[src/common/hscc_regs.vh]
// Register map, field positions and reset values of high-speed clock control
// Summary of operation
// Pins come out of reset as ports
// Unused clock pins behave as I/O ports
// External select 0, pin select 1: crystal
// Both selects 1: external clock input mode
// Halt bit 0 starts crystal oscillator
// Halt bit 0 enables external clock input
// Software waits for stabilization before use
// Software keeps pin selects while source runs
// Choice and route 1: high-speed everywhere
// High-speed main forces high-speed peripheral clock
// CPU source 0: divided main clock
// Divide codes 0-4, default 1, others refused
// Two status bits report CPU source
// Stop instruction halts high-speed source
// Software sets stabilization time before stop
// Software halts unsupported peripherals before stop
// Halt bit 1 stops crystal or input
// Software halts only off high-speed clock
// Reset starts internal oscillator, CPU uses it
// CPU source 1: subsystem clock
// Glitch-free switching, status follows actual source
`ifndef HSCC_REGS_VH
`define HSCC_REGS_VH

// Byte offsets on the register bus
`define HSCC_OFF_PIN_CTRL 8'h00
`define HSCC_OFF_OSC_CTRL 8'h04
`define HSCC_OFF_MAIN_SEL 8'h08
`define HSCC_OFF_PROC_CLK 8'h0c
`define HSCC_OFF_STAB_CNT 8'h10
`define HSCC_OFF_STAB_SEL 8'h14

// oscillator_pin_control fields
`define HSCC_BIT_CRYSTAL_PIN_EN 0
`define HSCC_BIT_EXT_INPUT_SEL 1
// main_oscillator_control fields
`define HSCC_BIT_MAIN_HALT 0
// main_clock_selection fields
`define HSCC_BIT_MAIN_ROUTE 0
`define HSCC_BIT_MAIN_CHOICE 1
`define HSCC_BIT_ON_HIGHSPEED 2
// processor_clock_control fields
`define HSCC_DIV_LSB 0
`define HSCC_DIV_MSB 2
`define HSCC_BIT_CPU_SOURCE 4
`define HSCC_BIT_ON_SUBSYSTEM 5

// Reset values and the largest allowed divide code
`define HSCC_RST_MAIN_HALT 1'h1
`define HSCC_RST_DIV 3'h1
`define HSCC_DIV_MAX 3'h4
`define HSCC_RST_STAB_SEL 3'h5

// Bus responses
`define HSCC_RESP_OKAY 2'h0
`define HSCC_RESP_SLVERR 2'h2

`endif

[src/logic/hscc_div.v]
// CPU clock prescaler: divides a tick stream by a power of two
`timescale 1ns/1ps
`include "hscc_regs.vh"
module hscc_div #(
    parameter CNT_W = 4
) (
    input wire clk,
    input wire rst,
    input wire tick_in,
    input wire [2:0] ratio,
    output wire tick_out
);
    reg [CNT_W-1:0] cnt_q;
    reg [2:0] ratio_q;
    wire [CNT_W-1:0] mask;
    wire wrap;

    // Mask of the count bits that the current ratio uses
    assign mask = ~({CNT_W{1'b1}} << ratio_q);
    assign wrap = ((cnt_q & mask) == mask);
    assign tick_out = tick_in & wrap;

    // New ratio taken only at a period boundary so no pulse is cut short
    always @(posedge clk)
    begin
        if (rst)
        begin
            cnt_q <= {CNT_W{1'b0}};
            ratio_q <= `HSCC_RST_DIV;
        end
        else if (tick_in)
        begin
            if (wrap)
            begin
                cnt_q <= {CNT_W{1'b0}};
                ratio_q <= ratio;
            end
            else
            begin
                cnt_q <= cnt_q + {{(CNT_W-1){1'b0}}, 1'b1};
            end
        end
    end
endmodule // hscc_div

[src/logic/hscc_top.v]
// High-speed clock control with AXI4-Lite register access
//
// The AXI4-Lite interface to the registers and the placing of the registers were decided locally.
`timescale 1ns/1ps
`include "hscc_regs.vh"
module hscc_top (
    input wire clk,
    input wire rst,
    input wire [7:0] s_axi_awaddr,
    input wire [2:0] s_axi_awprot,
    input wire s_axi_awvalid,
    output wire s_axi_awready,
    input wire [31:0] s_axi_wdata,
    input wire [3:0] s_axi_wstrb,
    input wire s_axi_wvalid,
    output wire s_axi_wready,
    output wire [1:0] s_axi_bresp,
    output wire s_axi_bvalid,
    input wire s_axi_bready,
    input wire [7:0] s_axi_araddr,
    input wire [2:0] s_axi_arprot,
    input wire s_axi_arvalid,
    output wire s_axi_arready,
    output wire [31:0] s_axi_rdata,
    output wire [1:0] s_axi_rresp,
    output wire s_axi_rvalid,
    input wire s_axi_rready,
    input wire hs_src_tick,
    input wire ihs_tick,
    input wire sub_tick,
    input wire [7:0] stabilization_count_status,
    input wire stop_exec,
    input wire stop_release,
    output wire crystal_input_pin_port_en,
    output wire crystal_output_pin_port_en,
    output wire crystal_osc_run,
    output wire ext_clock_in_en,
    output wire ihs_osc_run,
    output wire [2:0] stabilization_time_choice,
    output wire stop_mode,
    output wire main_tick,
    output wire periph_tick,
    output wire cpu_tick,
    output wire cpu_on_highspeed_flag,
    output wire cpu_on_subsystem_flag
);
    // Software-visible control bits
    reg crystal_pin_enable_q;
    reg external_input_select_q;
    reg main_source_halt_q;
    reg main_clock_route_q;
    reg main_source_choice_q;
    reg [2:0] cpu_divide_q;
    reg cpu_source_choice_q;
    reg [2:0] stab_sel_q;
    // Clock path state
    reg stop_q;
    reg main_hs_q;
    reg cpu_sub_q;
    // Bus slave state
    reg aw_got_q;
    reg w_got_q;
    reg [7:0] awaddr_q;
    reg [31:0] wdata_q;
    reg [3:0] wstrb_q;
    reg bvalid_q;
    reg [1:0] bresp_q;
    reg rvalid_q;
    reg [31:0] rdata_q;
    reg [1:0] rresp_q;
    reg [31:0] rd_val;
    reg rd_ok;

    wire aw_hs;
    wire w_hs;
    wire do_write;
    wire ar_hs;
    wire wr_ok;
    wire crystal_mode;
    wire ext_mode;
    wire hs_running;
    wire hs_gated;
    wire ihs_gated;
    wire sub_gated;
    wire main_req_hs;
    wire main_src_tick;
    wire div_tick;
    wire [2:0] wr_div;

    // Pin mode decode; pin select 0 leaves both pins as ports
    assign crystal_mode = crystal_pin_enable_q & ~external_input_select_q;
    assign ext_mode = crystal_pin_enable_q & external_input_select_q;
    // Input pin is a port unless crystal mode; output pin unless any mode
    assign crystal_input_pin_port_en = ~crystal_mode;
    assign crystal_output_pin_port_en = ~crystal_pin_enable_q;

    // Source runs only with halt clear and outside stop mode
    assign crystal_osc_run = crystal_mode & ~main_source_halt_q &
        ~stop_q;
    assign ext_clock_in_en = ext_mode & ~main_source_halt_q &
        ~stop_q;
    assign hs_running = crystal_osc_run | ext_clock_in_en;
    assign ihs_osc_run = ~stop_q;

    // Ticks from stopped sources are ignored
    assign hs_gated = hs_src_tick & hs_running;
    assign ihs_gated = ihs_tick & ihs_osc_run;
    assign sub_gated = sub_tick & ~stop_q;

    // Main clock follows the applied selection, not the requested one
    assign main_req_hs = main_source_choice_q & main_clock_route_q;
    assign main_src_tick = main_hs_q ? hs_gated : ihs_gated;
    assign main_tick = main_src_tick;
    // High-speed main forces the high-speed peripheral clock
    assign periph_tick = (main_source_choice_q | main_hs_q) ?
        hs_gated : ihs_gated;

    // Prescaler for the CPU path from the main clock
    hscc_div #(
        .CNT_W(4)
    ) u_div (
        .clk(clk),
        .rst(rst),
        .tick_in(main_src_tick),
        .ratio(cpu_divide_q),
        .tick_out(div_tick)
    );

    assign cpu_tick = cpu_sub_q ? sub_gated : div_tick;
    assign cpu_on_highspeed_flag = main_hs_q;
    assign cpu_on_subsystem_flag = cpu_sub_q;
    assign stabilization_time_choice = stab_sel_q;
    assign stop_mode = stop_q;

    // Stop mode entry and release; entry wins a tie
    always @(posedge clk)
    begin
        if (rst)
        begin
            stop_q <= 1'b0;
        end
        else if (stop_exec)
        begin
            stop_q <= 1'b1;
        end
        else if (stop_release)
        begin
            stop_q <= 1'b0;
        end
    end

    // Switch main source only on a tick of the new source; the old one has
    // finished its last pulse, so nothing downstream sees a short period
    always @(posedge clk)
    begin
        if (rst)
        begin
            main_hs_q <= 1'b0;
        end
        else if (main_req_hs && !main_hs_q && hs_gated)
        begin
            main_hs_q <= 1'b1;
        end
        else if (!main_req_hs && main_hs_q && ihs_gated)
        begin
            main_hs_q <= 1'b0;
        end
    end

    // CPU source switch waits for the new source to pulse as well
    always @(posedge clk)
    begin
        if (rst)
        begin
            cpu_sub_q <= 1'b0;
        end
        else if (cpu_source_choice_q && !cpu_sub_q && sub_gated)
        begin
            cpu_sub_q <= 1'b1;
        end
        else if (!cpu_source_choice_q && cpu_sub_q && div_tick)
        begin
            cpu_sub_q <= 1'b0;
        end
    end

    // Write channel: address and data taken in either order
    assign s_axi_awready = ~aw_got_q & ~bvalid_q;
    assign s_axi_wready = ~w_got_q & ~bvalid_q;
    assign aw_hs = s_axi_awvalid & s_axi_awready;
    assign w_hs = s_axi_wvalid & s_axi_wready;
    assign do_write = aw_got_q & w_got_q;
    assign s_axi_bvalid = bvalid_q;
    assign s_axi_bresp = bresp_q;

    // Decoded write target is legal
    assign wr_ok = (awaddr_q == `HSCC_OFF_PIN_CTRL) ||
        (awaddr_q == `HSCC_OFF_OSC_CTRL) ||
        (awaddr_q == `HSCC_OFF_MAIN_SEL) ||
        (awaddr_q == `HSCC_OFF_PROC_CLK) ||
        (awaddr_q == `HSCC_OFF_STAB_CNT) ||
        (awaddr_q == `HSCC_OFF_STAB_SEL);
    assign wr_div = wdata_q[`HSCC_DIV_MSB:`HSCC_DIV_LSB];

    // Capture address and data, then answer one cycle after both are in
    always @(posedge clk)
    begin
        if (rst)
        begin
            aw_got_q <= 1'b0;
            w_got_q <= 1'b0;
            awaddr_q <= 8'h00;
            wdata_q <= 32'h0000_0000;
            wstrb_q <= 4'h0;
            bvalid_q <= 1'b0;
            bresp_q <= `HSCC_RESP_OKAY;
        end
        else
        begin
            if (aw_hs)
            begin
                aw_got_q <= 1'b1;
                awaddr_q <= {s_axi_awaddr[7:2], 2'b00};
            end
            if (w_hs)
            begin
                w_got_q <= 1'b1;
                wdata_q <= s_axi_wdata;
                wstrb_q <= s_axi_wstrb;
            end
            if (do_write)
            begin
                aw_got_q <= 1'b0;
                w_got_q <= 1'b0;
                bvalid_q <= 1'b1;
                bresp_q <= wr_ok ? `HSCC_RESP_OKAY : `HSCC_RESP_SLVERR;
            end
            else if (bvalid_q && s_axi_bready)
            begin
                bvalid_q <= 1'b0;
            end
        end
    end

    // Register writes; every field lives in byte lane 0
    always @(posedge clk)
    begin
        if (rst)
        begin
            crystal_pin_enable_q <= 1'b0;
            external_input_select_q <= 1'b0;
            main_source_halt_q <= `HSCC_RST_MAIN_HALT;
            main_clock_route_q <= 1'b0;
            main_source_choice_q <= 1'b0;
            cpu_divide_q <= `HSCC_RST_DIV;
            cpu_source_choice_q <= 1'b0;
            stab_sel_q <= `HSCC_RST_STAB_SEL;
        end
        else if (do_write && wstrb_q[0])
        begin
            if (awaddr_q == `HSCC_OFF_PIN_CTRL)
            begin
                crystal_pin_enable_q <= wdata_q[`HSCC_BIT_CRYSTAL_PIN_EN];
                external_input_select_q <= wdata_q[`HSCC_BIT_EXT_INPUT_SEL];
            end
            else if (awaddr_q == `HSCC_OFF_OSC_CTRL)
            begin
                main_source_halt_q <=
                    wdata_q[`HSCC_BIT_MAIN_HALT];
            end
            else if (awaddr_q == `HSCC_OFF_MAIN_SEL)
            begin
                main_clock_route_q <= wdata_q[`HSCC_BIT_MAIN_ROUTE];
                main_source_choice_q <= wdata_q[`HSCC_BIT_MAIN_CHOICE];
            end
            else if (awaddr_q == `HSCC_OFF_PROC_CLK)
            begin
                // A prohibited code keeps the old ratio
                if (wr_div <= `HSCC_DIV_MAX)
                begin
                    cpu_divide_q <= wr_div;
                end
                cpu_source_choice_q <= wdata_q[`HSCC_BIT_CPU_SOURCE];
            end
            else if (awaddr_q == `HSCC_OFF_STAB_SEL)
            begin
                stab_sel_q <= wdata_q[2:0];
            end
        end
    end

    // Read channel
    assign s_axi_arready = ~rvalid_q;
    assign ar_hs = s_axi_arvalid & s_axi_arready;
    assign s_axi_rvalid = rvalid_q;
    assign s_axi_rdata = rdata_q;
    assign s_axi_rresp = rresp_q;

    // Read mux; unused bits read as zero
    always @*
    begin
        rd_val = 32'h0000_0000;
        rd_ok = 1'b1;
        if ({s_axi_araddr[7:2], 2'b00} == `HSCC_OFF_PIN_CTRL)
        begin
            rd_val[`HSCC_BIT_CRYSTAL_PIN_EN] = crystal_pin_enable_q;
            rd_val[`HSCC_BIT_EXT_INPUT_SEL] = external_input_select_q;
        end
        else if ({s_axi_araddr[7:2], 2'b00} == `HSCC_OFF_OSC_CTRL)
        begin
            rd_val[`HSCC_BIT_MAIN_HALT] = main_source_halt_q;
        end
        else if ({s_axi_araddr[7:2], 2'b00} == `HSCC_OFF_MAIN_SEL)
        begin
            rd_val[`HSCC_BIT_MAIN_ROUTE] = main_clock_route_q;
            rd_val[`HSCC_BIT_MAIN_CHOICE] = main_source_choice_q;
            rd_val[`HSCC_BIT_ON_HIGHSPEED] = main_hs_q;
        end
        else if ({s_axi_araddr[7:2], 2'b00} == `HSCC_OFF_PROC_CLK)
        begin
            rd_val[`HSCC_DIV_MSB:`HSCC_DIV_LSB] = cpu_divide_q;
            rd_val[`HSCC_BIT_CPU_SOURCE] = cpu_source_choice_q;
            rd_val[`HSCC_BIT_ON_SUBSYSTEM] = cpu_sub_q;
        end
        else if ({s_axi_araddr[7:2], 2'b00} == `HSCC_OFF_STAB_CNT)
        begin
            rd_val[7:0] = stabilization_count_status;
        end
        else if ({s_axi_araddr[7:2], 2'b00} == `HSCC_OFF_STAB_SEL)
        begin
            rd_val[2:0] = stab_sel_q;
        end
        else
        begin
            rd_ok = 1'b0;
        end
    end

    // Read data is registered, valid one cycle after the address is taken
    always @(posedge clk)
    begin
        if (rst)
        begin
            rvalid_q <= 1'b0;
            rdata_q <= 32'h0000_0000;
            rresp_q <= `HSCC_RESP_OKAY;
        end
        else if (ar_hs)
        begin
            rvalid_q <= 1'b1;
            rdata_q <= rd_val;
            rresp_q <= rd_ok ? `HSCC_RESP_OKAY : `HSCC_RESP_SLVERR;
        end
        else if (rvalid_q && s_axi_rready)
        begin
            rvalid_q <= 1'b0;
        end
    end
endmodule // hscc_top

[config.mk]
export PLATFORM = sky130hd
export DESIGN_NAME = hscc_top
export DESIGN_NICKNAME = d
export VERILOG_FILES = /design/src/logic/hscc_div.v /design/src/logic/hscc_top.v
export VERILOG_INCLUDE_DIRS = /design/src /design/src/common
export SDC_FILE = /design/constraint.sdc
export NUM_CORES = 1
export LEC_CHECK = 0
export ABC_AREA = 1
export BUFFER_PORTS_ARGS = -buffer_cell sky130_fd_sc_hd__buf_2
export CAP_MARGIN = 10
export CORE_MARGIN = 2
export CORE_UTILIZATION = 35
export CTS_CLUSTER_DIAMETER = 60
export CTS_CLUSTER_SIZE = 40
export DETAILED_ROUTE_END_ITERATION = 8
export PLACE_DENSITY = 0.63
export SLEW_MARGIN = 30
export SYNTH_ARGS = -nofsm -noshare
export SYNTH_HDL_FRONTEND = slang
export SYNTH_SLANG_ARGS = --single-unit
[constraint.sdc]
create_clock -name clk -period 2 [get_ports clk]
set_input_delay 0.3 -clock clk [delete_from_list [all_inputs] [get_ports clk]]
set_output_delay 0.3 -clock clk [all_outputs]
set_load 0.02 [all_outputs]
==> results.py <==
metrics = {
    "detailed_routing": {
        "drt-initial-drc-count": 78,
        "firstDrtPassIters": 4,
        "wl_per_cell_um": 11.1,
        "drc": 0,
        "drt-vias-per-instance": 4.58,
        "vias": 2130,
        "ant_nets": 0,
        "wirelength_um": 5180,
    },
    "pwr": {
        "powerDensity_nw_per_um2": 724,
        "power_mw": 2.00,
        "irDropWorstVdd_v": 0.000346,
        "p_leak_nw": 1.26,
    },
    "clock_network": {
        "cts_sinks": 47,
        "htreeDepth": 2,
        "holdBufCountCts": 0,
        "cts.reportedPaths.clkPinSlew_ns": 0.08,
        "postCtsSetupBuffers": 0,
        "cts_inserted_buffers": 5,
        "cts_tree": "built",
        "clock_latency_ns": 0.30,
        "clock_path_buffers": 2,
        "cts-root-buf": "clkbuf_8",
    },
    "timing": {
        "layout_setup_ws_ns": 0.127,
        "maxSlewViolCount": 0,
        "skew_ns": 0.00888,
        "fmax_mhz": 534,
        "setup_tns_ns": 0,
        "hold_viol_final": 0,
        "holdWs_ns": 0.225,
        "fin_crit_ns": 1.87,
        "finalSetupViolCount": 0,
        "period_share_pct": 93.6,
        "rsz0062_at_grt": "no",
    },
    "grt": {
        "gr-max-usage-layer": "met2",
        "grt_first_pass_wirelength_um": 8420,
        "grt.met3_usage_pct": 3.66,
        "grt_pass1_vias": 1834,
        "grtUsageMet1_pct": 17.4,
        "use_met2_pct": 25.0,
        "grt_antenna_before_repair": 0,
        "overflow": 0,
        "track_usage_pct": 14.2,
        "grt_max_degree": 17,
    },
    "placed_design": {
        "hpwl_um": 4110,
        "gp_congestion": 0.810,
        "placed_area_um2": 2660,
        "pre_cts_slack_ns": 0.423,
        "port-buffer-count": 65,
    },
    "synth": {
        "synth_cells": 318,
        "synth_edf_count": 0,
        "ys.flop_type": "dfxtp_1",
        "synth_cell_types": 39,
        "synth_area_um2": 2330,
        "async_reset_ff_share_pct": 0,
        "yosysWarnings": 0,
        "yosysSeqAreaShare_pct": 40.4,
        "postSynthAreaPerCell_um2": 7.33,
        "ys_seq_elements": 47,
    },
    "hold_path": {
        "hp-class": "in2reg",
        "hold_depth": 3,
    },
    "setup_path": {
        "rr_worst_depth": 7,
        "critPathMaxFanout": 6,
        "max_stage_delay_ns": 0.37,
        "cp_cell_sequence": "inv_1 > nand3_2 > o21ai_4 > nand3_4 > o21ai_0 > buf_2",
        "cp.required_ns": 1.70,
        "arrival_ns": 1.57,
        "cpMaxStageDelayCell": "dfxtp_1",
        "end_kind": "output pin",
        "crit_type": "reg2out",
        "critPathLaunchType": "flop",
    },
    "finish": {
        "diodes": 0,
        "layout-drive-gt1-share_pct": 25.0,
        "syn2layout_area_growth_pct": 18.6,
        "design_area_um2": 2760,
        "final_nets": 467,
    },
    "die": {
        "ioPinCount": 133,
        "core_area_um2": 6390,
        "die_h_um": 85.6,
        "fp-row-count": 29,
        "dieArea_um2": 7320,
        "die_width_um": 85.6,
        "start_util_pct": 36.5,
    },
    "run_status": {
        "outcome": "finished clean",
    },
    "run": {
        "cap_violations": 0,
    },
}
[per-layer routing]
layer	share of wire, %	wire (µm)	vias up
li1	-	-	1124
met1	45	2320	920
met2	48	2480	81
met3	6.9	359	5
met4	0.37	19	0
met5	0	0	-
[worst max-delay path, delay by kind of cell, from the launching register on]
family          cells  cell delay [ns]
flops               1             0.37
compound gates      2             0.25
simple gates        2             0.27
buf+inv             2             0.39
[final timing paths]
check | slack [ns] | start | end
worst min register to register | 0.46 | s_axi_rdata[5] | s_axi_rdata[5]
worst max register to register | 0.55 | w_got_q | cpu_divide_q[1]
worst min-delay path | 0.22 | stop_exec | stop_mode
worst max-delay path | 0.13 | stop_mode | cpu_tick
[cells by family (layout without fill, tap and decap cells)]
group	after synthesis	in the layout	synth area share, %
buffers and inverters	71	116	15.9
flip-flops	47	47	40.4
AND/OR/NAND/NOR	119	119	23.3
AO/OA/AOI/OAI	79	79	19.7
other	1	26	0.161
adder cells (fa/ha/maj)	1	1	0.537
[flip-flops by register name, indices dropped and copies added (netlist names), 3 cells and up]
register and count:
u_div.cnt_q 4, wdata_q 4, cpu_divide_q 3, u_div.ratio_q 3, stabilization_time_choice 3, awaddr_q 6
s_axi_rdata 8
[placed cells by master, fill, tap and decap left out, drive strengths merged, types with 2 or more instances in the layout]
cell,Yosys,final
nand3,16,16
a211oi,2,2
nor3,5,5
clkbuf,3,6
o21ai,29,29
inv,38,38
o211ai,5,5
a21oi,35,35
o22ai,2,2
conb,1,26
clkinv,2,2
a31oi,2,2
dfxtp,47,47
nand2,44,44
nand4,2,2
buf,28,69
nor2,49,49
or2,2,2
[stage by stage]
| stage | util (%) | cells |
|---|---|---|
| after floorplan | - | 343 |
| after global placement | 41.7 | 458 |
| after detailed placement | 41.7 | 458 |
| after CTS | 43.3 | 465 |
| after global routing | 43.3 | 465 |
| final | 43.3 | 465 |
[where the power goes]
| part | switching (mW) | total (mW) | internal (mW) |
|---|---|---|---|
| Combinational | 0.216 | 0.323 | 0.107 |
| Clock | 0.297 | 0.664 | 0.367 |
| Sequential | 0.0349 | 1.01 | 0.979 |
[repair_timing]
item	4_1_cts	5_1_grt
endpoints found under the setup margin	0	1
hold endpoints to repair	0	0
resized for setup	0	1
[area by class of cell]
cell class | count | area [µm²]
well taps | 77 | 96.3
fillers | 677 | 3620
inverters | 40 | 155
clock buffers | 6 | 72.6
flip-flops and latches | 47 | 942
clock inverters | 1 | 30.0
repair buffers | 69 | 355
multi-input cells | 225 | 1110
[synth_stat cells, types with 2 or more instances]
cell type	number	area (µm²)
a211oi_1	2	15.0
nor2_2	4	25.0
inv_2	2	7.51
nand3_1	13	65.1
o21ai_0	25	125
a21oi_2	3	26.3
a21oi_1	32	160
nand4_1	2	12.5
nand3_2	2	20.0
o21ai_2	2	17.5
nor3_1	4	20.0
inv_1	36	135
o22ai_1	2	12.5
nand2_1	43	161
o211ai_1	5	37.5
dfxtp_1	47	941
nor2_4	2	22.5
buf_4	26	195
a31oi_1	2	12.5
nor2_1	43	161
clkbuf_1	3	11.3
No activity file was read; power rests on OpenSTA's default activity.
